--- src/dacu_pkg.sv ---
// Purpose: shared constants and types of the analog output update control
// Assumes: APB slave with 32-bit data, byte addresses on an 8-bit paddr
// Notes:   control and status travel as packed structs

package dacu_pkg;

  // ----------------------------------------------------------------------
  // register map (byte addresses)
  // ----------------------------------------------------------------------
  localparam logic [7:0] ADDR_CHA_VALUE  = 8'h00;
  localparam logic [7:0] ADDR_CHB_VALUE  = 8'h04;
  localparam logic [7:0] ADDR_CONTROL    = 8'h08;
  localparam logic [7:0] ADDR_UPD_STROBE = 8'h0c;
  localparam logic [7:0] ADDR_STATUS     = 8'h10;
  localparam logic [7:0] ADDR_IRQ_CLEAR  = 8'h14;
  localparam logic [7:0] ADDR_IRQ_ENABLE = 8'h18;

  // ----------------------------------------------------------------------
  // widths, field positions and reset values
  // ----------------------------------------------------------------------
  localparam int          CODE_W    = 12;
  localparam int          VALUE_W   = 16;
  localparam int          CTRL_W    = 8;
  localparam int          STAT_W    = 2;
  localparam int          SIGN_BIT  = 11;
  localparam logic [11:0] OFFSET_FLIP = 12'h800;
  localparam logic [15:0] VALUE_RST = 16'h0000;
  localparam logic [11:0] CODE_RST  = 12'h000;
  localparam logic [7:0]  CTRL_RST  = 8'h00;
  localparam logic [1:0]  STAT_RST  = 2'h0;
  localparam logic [1:0]  IEN_RST   = 2'h0;

  // control register, bit 0 first from the bottom
  typedef struct packed {
    logic       twos_complement;           // bit 7
    logic [2:0] service_mode_bits;         // bits 6:4
    logic       dma_request_enable;        // bit 3
    logic       interrupt_request_enable;  // bit 2
    logic       internal_trigger_select;   // bit 1
    logic       waveform_update_enable;    // bit 0
  } dacu_ctrl_t;

  // status and enable registers share this layout; a clear write clears both flags unless a trigger edge lands in the same cycle
  typedef struct packed {
    logic update_overrun_error;            // bit 1
    logic update_done_flag;                // bit 0
  } dacu_stat_t;

  // apb slave phase
  typedef enum logic [1:0] {
    ST_IDLE = 2'b01,
    ST_ACC  = 2'b10
  } dacu_state_t;

endpackage : dacu_pkg

--- src/dacu_top.sv ---
// Purpose: update control for two 12-bit analog output channels
// Assumes: one clock pclk at 10 MHz, presetn async active low, inputs synchronous
// Notes:   apb slave answers with one access cycle; see list below
//
// Summary of operation
// - each channel keeps its own 12-bit code, loaded from its value register
// - outputs update on value write in immediate mode, trigger pulse or strobe register write
// - in waveform mode a trigger falling edge updates both channels, sets done
// - trigger comes from internal bus if selected, else from external pin
// - interrupt enable with nonzero mode bits raises irq while a flag enabled in the enable register is set
// - dma enable with nonzero mode bits raises dma request while done set
// - dma acknowledge clears the done flag without a software write
// - trigger edge while done is still set raises the overrun flag
// - clear register write also clears the overrun flag
// - a control bit picks straight binary or two's complement codes
// - unipolar binary codes 0 to 4095 pass to the converter unchanged
// - bipolar binary codes 0 to 4095 pass unchanged, 2048 is zero
// - two's complement codes -2048..2047 come sign-extended in 16 bits

`timescale 1ns/1ps

module dacu_top
  import dacu_pkg::*;
(
  input  wire logic        pclk,
  input  wire logic        presetn,
  input  wire logic        psel,
  input  wire logic        penable,
  input  wire logic        pwrite,
  input  wire logic [7:0]  paddr,
  input  wire logic [31:0] pwdata,
  output logic      [31:0] prdata,
  output logic             pready,
  output logic             pslverr,
  input  wire logic        internal_trigger_n,
  input  wire logic        external_update_n,
  input  wire logic        dma_ack,
  output logic [11:0]      chan_a_code,
  output logic [11:0]      chan_b_code,
  output logic             dma_req,
  output logic             irq
);

  // ----------------------------------------------------------------------
  // state
  // ----------------------------------------------------------------------
  dacu_state_t       state_q, state_d;
  logic [15:0]       val_a_q, val_b_q;
  dacu_ctrl_t        ctrl_q;
  dacu_stat_t        stat_q, stat_d;
  dacu_stat_t        ien_q;
  logic [11:0]       code_a_q, code_b_q;
  logic              trig_prev_q;
  logic [31:0]       prdata_q;
  logic              pready_q, pslverr_q;
  logic              irq_q, dma_q;

  // ----------------------------------------------------------------------
  // apb decode
  // ----------------------------------------------------------------------
  // access completes on the edge where our own pready_q is high
  wire setup_ph  = psel & ~penable;
  wire done_acc  = psel & penable & pready_q;
  wire wr_acc    = done_acc & pwrite;
  wire wr_cha    = wr_acc & (paddr == ADDR_CHA_VALUE);
  wire wr_chb    = wr_acc & (paddr == ADDR_CHB_VALUE);
  wire wr_ctrl   = wr_acc & (paddr == ADDR_CONTROL);
  wire wr_strobe = wr_acc & (paddr == ADDR_UPD_STROBE);
  wire wr_clear  = wr_acc & (paddr == ADDR_IRQ_CLEAR);
  wire wr_ien    = wr_acc & (paddr == ADDR_IRQ_ENABLE);
  wire mapped    = (paddr == ADDR_CHA_VALUE)  | (paddr == ADDR_CHB_VALUE) |
                   (paddr == ADDR_CONTROL)    | (paddr == ADDR_UPD_STROBE) |
                   (paddr == ADDR_STATUS)     | (paddr == ADDR_IRQ_CLEAR) |
                   (paddr == ADDR_IRQ_ENABLE);

  // status read has no side effect, so flags survive polling
  logic [31:0] rd_mux;
  always_comb begin
    rd_mux = 32'h0000_0000;
    case (paddr)
      ADDR_CHA_VALUE:  rd_mux = {16'h0000, val_a_q};
      ADDR_CHB_VALUE:  rd_mux = {16'h0000, val_b_q};
      ADDR_CONTROL:    rd_mux = {24'h00_0000, ctrl_q};
      ADDR_STATUS:     rd_mux = {30'h0000_0000, stat_q};
      ADDR_IRQ_ENABLE: rd_mux = {30'h0000_0000, ien_q};
      default:         rd_mux = 32'h0000_0000;
    endcase
  end

  // phase tracking: one access cycle for every transfer
  always_comb begin
    case (state_q)
      ST_IDLE: state_d = setup_ph ? ST_ACC : ST_IDLE;
      ST_ACC:  state_d = setup_ph ? ST_ACC : ST_IDLE;
      default: state_d = ST_IDLE;
    endcase
  end

  // answer, error and read word are registered, so each stands one cycle
  always_ff @(posedge pclk or negedge presetn) begin
    if (!presetn) begin
      state_q   <= ST_IDLE;
      pready_q  <= 1'b0;
      pslverr_q <= 1'b0;
      prdata_q  <= 32'h0000_0000;
    end else begin
      state_q   <= state_d;
      pready_q  <= setup_ph;
      pslverr_q <= setup_ph & ~mapped;
      prdata_q  <= (setup_ph & ~pwrite) ? rd_mux : 32'h0000_0000;
    end
  end

  // ----------------------------------------------------------------------
  // trigger selection and edge detect
  // ----------------------------------------------------------------------
  // switching the source while the chosen line is low looks like an edge;
  // software should change the source with waveform mode off
  wire trig_n    = ctrl_q.internal_trigger_select ?
                   internal_trigger_n : external_update_n;
  wire trig_fall = trig_prev_q & ~trig_n;
  wire trig_fire = trig_fall & ctrl_q.waveform_update_enable;

  // ----------------------------------------------------------------------
  // code conversion and update selection
  // ----------------------------------------------------------------------
  // upper sign-extension bits are dropped; only bit 11 carries the offset
  wire [11:0] flip   = ctrl_q.twos_complement ? OFFSET_FLIP : CODE_RST;
  wire [11:0] conv_a = val_a_q[CODE_W-1:0] ^ flip;
  wire [11:0] conv_b = val_b_q[CODE_W-1:0] ^ flip;
  wire [11:0] new_a  = pwdata[CODE_W-1:0] ^ flip;
  wire [11:0] new_b  = pwdata[CODE_W-1:0] ^ flip;
  wire        immed  = ~ctrl_q.waveform_update_enable;
  wire        upd_a  = wr_cha & immed;
  wire        upd_b  = wr_chb & immed;
  wire        upd_all = wr_strobe | trig_fire;

  // binary codes go straight through in either analog range
  wire [11:0] code_a_d = upd_a ? new_a : (upd_all ? conv_a : code_a_q);
  wire [11:0] code_b_d = upd_b ? new_b : (upd_all ? conv_b : code_b_q);

  // ----------------------------------------------------------------------
  // flags: a set in the same cycle as a clear wins
  // ----------------------------------------------------------------------
  // mode bits of zero leave both service paths off
  wire dma_mode = ctrl_q.dma_request_enable & (|ctrl_q.service_mode_bits);
  wire int_mode = ctrl_q.interrupt_request_enable &
                  (|ctrl_q.service_mode_bits);
  wire ack_clr  = dma_ack & dma_q;

  always_comb begin
    stat_d = stat_q;
    if (wr_clear) begin
      stat_d.update_done_flag     = 1'b0;
      stat_d.update_overrun_error = 1'b0;
    end
    if (ack_clr) begin
      stat_d.update_done_flag = 1'b0;
    end
    if (trig_fire) begin
      stat_d.update_done_flag = 1'b1;
      if (stat_q.update_done_flag) begin
        stat_d.update_overrun_error = 1'b1;
      end
    end
  end

  // ----------------------------------------------------------------------
  // registers
  // ----------------------------------------------------------------------
  // value registers and control settings written by software
  always_ff @(posedge pclk or negedge presetn) begin
    if (!presetn) begin
      val_a_q <= VALUE_RST;
      val_b_q <= VALUE_RST;
      ctrl_q  <= CTRL_RST;
      ien_q   <= IEN_RST;
    end else begin
      if (wr_cha)  val_a_q <= pwdata[VALUE_W-1:0];
      if (wr_chb)  val_b_q <= pwdata[VALUE_W-1:0];
      if (wr_ctrl) ctrl_q  <= pwdata[CTRL_W-1:0];
      if (wr_ien)  ien_q   <= pwdata[STAT_W-1:0];
    end
  end

  // converter codes, flags and request lines
  always_ff @(posedge pclk or negedge presetn) begin
    if (!presetn) begin
      code_a_q    <= CODE_RST;
      code_b_q    <= CODE_RST;
      stat_q      <= STAT_RST;
      trig_prev_q <= 1'b1;
      irq_q       <= 1'b0;
      dma_q       <= 1'b0;
    end else begin
      code_a_q    <= code_a_d;
      code_b_q    <= code_b_d;
      stat_q      <= stat_d;
      trig_prev_q <= trig_n;
      irq_q       <= int_mode & (|(stat_d & ien_q));
      dma_q       <= dma_mode & stat_d.update_done_flag;
    end
  end

  // ----------------------------------------------------------------------
  // outputs
  // ----------------------------------------------------------------------
  assign prdata      = prdata_q;
  assign pready      = pready_q;
  assign pslverr     = pslverr_q;
  assign chan_a_code = code_a_q;
  assign chan_b_code = code_b_q;
  assign irq         = irq_q;
  assign dma_req     = dma_q;
endmodule : dacu_top

--- config.mk ---
export PLATFORM = sky130hd
export DESIGN_NAME = dacu_top
export DESIGN_NICKNAME = d
export VERILOG_FILES = /design/src/dacu_pkg.sv /design/src/dacu_top.sv
export SDC_FILE = /design/constraint.sdc
export NUM_CORES = 1
export LEC_CHECK = 0
export ABC_AREA = 1
export BUFFER_PORTS_ARGS = -buffer_cell sky130_fd_sc_hd__buf_4
export CAP_MARGIN = 40
export CORE_MARGIN = 3
export CORE_UTILIZATION = 30
export CTS_CLUSTER_DIAMETER = 40
export DETAILED_ROUTE_END_ITERATION = 8
export HOLD_SLACK_MARGIN = 0.03
export SLEW_MARGIN = 20
export SYNTH_ARGS = -nofsm -noshare
export SYNTH_HDL_FRONTEND = slang
export SYNTH_SLANG_ARGS = --single-unit
--- constraint.sdc ---
create_clock -name pclk -period 1.94 [get_ports pclk]
set_input_delay 0.097 -clock pclk [delete_from_list [all_inputs] [get_ports pclk]]
set_output_delay 0.097 -clock pclk [all_outputs]
set_load 0.05 [all_outputs]
Yosys cells after proc, flatten, opt, wreduce, memory -nomap -nowiden

Cells that the tools add are included.

Eq/ne operators: 6
Multiplexer cells: 12
Bitwise gates (word level): 37
Reductions and logical operators: 5

Operator list:

| kind                 | count |
|---|---|
| $pmux W16 S5         | 1 |
| $mux W12             | 5 |
| $xor A12 B12 Y12     | 3 |
| $mux W32             | 1 |
| $eq A8 B5 Y1 const B | 3 |
| $and A1 B1 Y1        | 21 |
| $eq A8 B4 Y1 const B | 2 |
| $eq A8 B3 Y1 const B | 1 |
| $logic_not A8 Y1     | 1 |
| $or A1 B1 Y1         | 7 |
| $not A1 Y1           | 5 |
| $mux W2              | 2 |
| $reduce_bool A2 Y1   | 2 |
| $mux W1              | 3 |
| $reduce_or A3 Y1     | 1 |
| $and A2 B2 Y2        | 1 |
| $reduce_or A2 Y1     | 1 |

Register bits after elaboration: 105
Input bits: 48
Word-level logic and storage cells: 80

Longest topological paths before layout

Depth after elaboration: 10
Gate-level depth with buffers: 11
Depth with buffers taken out: 10

Least setup slack after synthesis

No wires, ideal clock.

Path kind: reg-to-reg
Start: register pready_q, in the netlist pready
End: register dma_q, in the netlist dma_req
Setup time: 120 ps
Arrival time: 1561 ps
Data required time: 1820 ps
Slack: 259 ps
Stages on the path, launching flop included: 8
Buffers on the path: 1
Cells stage by stage: dfrtp_1 -> nand2_1 -> nor2_4 -> buf_8 -> nand3_1 -> nand2_1 -> nand2_1 -> and3_1

RTL lines:

| item                     | RTL line        | RTL |
|---|---|---|
| start: declaration       | dacu_top.sv:55  | `logic pready_q, pslverr_q;` |
| start signal: assignment | dacu_top.sv:108 | `pready_q <= setup_ph;` |
| end signal: assignment   | dacu_top.sv:201 | `dma_q <= dma_mode & stat_d.update_done_flag;` |
| end: declaration         | dacu_top.sv:56  | `logic irq_q, dma_q;` |

Final worst setup path

Start: input port penable
End: register code_a_q[2], in the netlist chan_a_code[2]

Cells in the longest elaborated chain, start to end: 6

RTL lines:

| item                                           | RTL line                         | RTL |
|---|---|---|
| start: declaration                             | dacu_top.sv:28                   | `input wire logic penable,` |
| $and A1 B1 Y1 (*) (2 in series)                | dacu_top.sv:63                   | `wire done_acc = psel & penable & pready_q;` |
| $and A1 B1 Y1 (*)                              | dacu_top.sv:64                   | `wire wr_acc = done_acc & pwrite;` |
| $and A1 B1 Y1 (on tied branches)               | dacu_top.sv:65, dacu_top.sv:68   |  |
| $and A1 B1 Y1 or $or A1 B1 Y1 (tied branches)  | dacu_top.sv:134, dacu_top.sv:136 |  |
| $mux W12 or $reduce_bool A2 Y1 (tied branches) | --                               |  |
| end signal: assignment                         | dacu_top.sv:196                  | `code_a_q <= code_a_d;` |
| end: declaration                               | dacu_top.sv:52                   | `logic [11:0] code_a_q, code_b_q;` |

Every way passes the cells marked *; elsewhere a longest branch is shown, timed or not.
A chain may end at the register's enable or synchronous reset.

==> results.py <==
metrics = {
    "floorplan": {
        "ios": 108,
        "rows": 43,
        "die_y_microns": 127,
        "core_sq_um": 14100,
        "die_area_sq_um": 16100,
        "initial_utilization_pct": 31.1,
        "die_width_microns": 127,
    },
    "timing": {
        "finClkSkew_ps": 13.0,
        "period_share_pct": 80.3,
        "hold_viol_final": 0,
        "fin_tns_setup_ps": 0,
        "fmax_ghz": 0.642,
        "drv_slew": 0,
        "rsz0062_at_grt": "false",
        "setup_viol": 0,
        "min_period_ps": 1560,
        "timing.hold.ws_ps": 37.1,
    },
    "clocking": {
        "clock-root-buffer": "clkbuf_16",
        "cts_sinks": 89,
        "cts_resized": 0,
        "clkTransAtPathRegs_ps": 70,
        "clk_path_buf_depth": 2,
        "cts-hold-fix-buffers": 8,
        "cts_tree": "done",
        "cts-htree-levels": 3,
        "cts_buffers": 9,
        "post_cts_buffers": 0,
        "clk_latency_ps": 350,
    },
    "worst_setup_path": {
        "rr_worst_depth": 5,
        "cp_data_required_time_ps": 2180,
        "crit_type": "in2reg",
        "crit_slowest_cell": "dlygate4sd3_1",
        "crit_fanout": 12,
        "worstReg2RegEnd": "chan_a_code[2]",
        "crit_buf_inv": 3,
        "cpPeakStageDelay_ps": 540,
        "start_kind": "input port",
        "cpLargestDelayFamily": "buffers and inverters",
        "crit_top_cell": "nand2_1",
        "r2r_start": "ctrl_q[0]",
        "arrival_ps": 1800,
        "path_cells": "dlygate4sd3_1 -> buf_4 -> nand2_1 -> nor2_4 -> buf_4 -> a21oi_4 -> nand2_1 -> nand2_1 -> nand2_1",
        "r2r_slack_ps": 420,
        "end_kind": "register",
    },
    "logic_synthesis": {
        "ys_seq_elements": 89,
        "synth_top_area_share_pct": 50.2,
        "ys_seq_area_share_pct": 50.8,
        "yosys.area_share.simple_pct": 31.0,
        "avgSynthCellArea_sq_um": 8.38,
        "synth.area.top_cells": "dfrtp_1 (50%), nand2_1 (18%), o21ai_0 (4.3%)",
        "synth_mux_area_share_pct": 0,
        "synth_area_leader_cell": "dfrtp_1",
        "syn_inst": 524,
        "yosysUniqueCellTypes": 34,
        "synth_fa_ha_area_share_pct": 0,
        "netlist_area_sq_um": 4390,
        "synth_top_family_by_area": "simple AND/OR/NAND/NOR gates",
        "synth_compound_area_share_pct": 7.21,
        "yosys_warnings": 0,
        "synth-xor-area-share_pct": 0.598,
    },
    "detailed_routing": {
        "vias_per_cell": 4.62,
        "routed_wirelength_microns": 11300,
        "first_iter_violations": 189,
        "first_pass_iters": 4,
        "via_count": 3643,
        "drc": 0,
        "drt.antenna.violating_nets": 0,
        "wl_per_cell_microns": 14.4,
    },
    "final_layout": {
        "regArea_sq_um": 2230,
        "multiInputGateArea_sq_um": 1760,
        "layout_common_cells": "nand2_1 (205), dfrtp_1 (88), buf_4 (87), o21ai_0 (38)",
        "layout.nets": 651,
        "final_common_cell": "nand2_1",
        "syn_to_final_growth_pct": 23.8,
        "fillerInstances": 1460,
        "antennaDiodeCount": 0,
        "fin_cells": 788,
        "drive_above_1_share_pct": 20.6,
        "design_area_sq_um": 5430,
    },
    "grt": {
        "grt_use_total_pct": 14.5,
        "groute.layer.met2.usage_pct": 23.5,
        "gr-total-overflow": 0,
        "grt_max_degree": 90,
        "grt_pass1_wl_microns": 18800,
        "grt_pass1_vias": 3736,
        "grtUsageMet3_pct": 3.34,
        "grt-busiest-layer": "met2",
        "antenna_found_initial": 0,
        "grtUsageMet1_pct": 19.2,
    },
    "power_and_ir_drop": {
        "vdd_drop_max_mv": 0.519,
        "power_frac_clock_pct": 47.8,
        "p_total_mw": 4.08,
        "p_sw_share_pct": 23.6,
        "seq_power_share_pct": 45.8,
        "powerDensity_nw_per_um2": 751,
        "power.leakage_nw": 2.92,
        "intPower_mw": 3.12,
        "p_sw_uw": 962,
        "combPwrFrac_pct": 6.4,
    },
    "hold_path": {
        "min_path_type": "in2reg",
        "hold_start": "pwdata[15]",
        "whs_path_depth": 3,
        "min_to": "val_b_q[15]",
    },
    "placed_design": {
        "gp_congestion": 0.830,
        "io_buffers": 75,
        "dpl.cell_count": 764,
        "hpwl_microns": 8010,
        "postPlaceCellArea_sq_um": 5010,
    },
    "run_status": {
        "run_status": "finished clean",
    },
    "job": {
        "max_cap_violations": 0,
    },
}
## worst max-delay path by stage
stage | start | endpoint | slack (ps) | depth (start not counted)
floorplan | pready | dma_req | 260 | 7
global placement | paddr[3] | chan_b_code[4] | 330 | 10
detailed placement | paddr[3] | chan_b_code[11] | 270 | 10
CTS | penable | chan_a_code[2] | 370 | 9
global route | ctrl_q[0] | chan_a_code[1] | 270 | 5
finish | penable | chan_a_code[2] | 380 | 9
## power by group through the flow
stage               clock, mW  sequential, mW  combinational [mW]
floorplan                   0            1.91               0.144
global placement            0            1.90               0.246
detailed placement          0            1.90               0.251
CTS                      2.00            1.87               0.264
global route             2.09            1.87               0.285
finish                   1.95            1.87               0.261
## layer usage
layer	up-vias	part of all wire, %
met2	84	48
met1	1747	44
met3	12	5.6
met4	0	1.5
met5	-	0
li1	1800	-
## Yosys cell counts (all sizes together)
| master | number |
|---|---|
| nand2 | 210 |
| nor2 | 23 |
| or3 | 1 |
| nand3 | 34 |
| and3 | 1 |
| nand4 | 25 |
| clkinv | 1 |
| inv | 32 |
| a21oi | 15 |
| dfrtp | 88 |
| dfstp | 1 |
| o211ai | 1 |
| xor2 | 3 |
| o21ai | 43 |
| a21boi | 1 |
| conb | 1 |
| clkbuf | 3 |
| buf | 40 |
| nor3 | 1 |
## state kept, by name, indices dropped and copies added, names as in the netlist
register     count
pslverr          1
prdata          16
pready           1
chan_b_code     12
val_b_q         16
chan_a_code     12
dma_req          1
ctrl_q           8
val_a_q         16
stat_q           2
ien_q            2
trig_prev_q      1
irq              1
## final cells by class
class | instances | share of cell area (%)
sequential | 89 | 41.0
multi-input combinational | 374 | 32.4
timing repair buffer | 96 | 13.9
clock buffer | 10 | 4.40
tap | 180 | 4.14
inverter | 33 | 2.28
clock inverter | 6 | 1.87
## tightest hold or removal path: stages
cell and delay [ps]:
buf_4 110, inv_1 50, o21ai_0 80
## logic make-up (layout without fill, tap and decap cells)
family                    Yosys count  after routing
and+or+nand+nor                   295            295
DFF                                89             89
buffers and inverters              76            145
AOI/OAI and AO/OA                  60             60
xor gates and xnor gates            3              3
other                               1             16
## stage by stage
step,utilization [%],setup WS (ps)
final,38.5,382
after global routing,38.5,270
after floorplan,-,259
after CTS,38.5,368
after detailed placement,35.6,274
after global placement,35.6,326
Power figures use the tool's default switching activity.
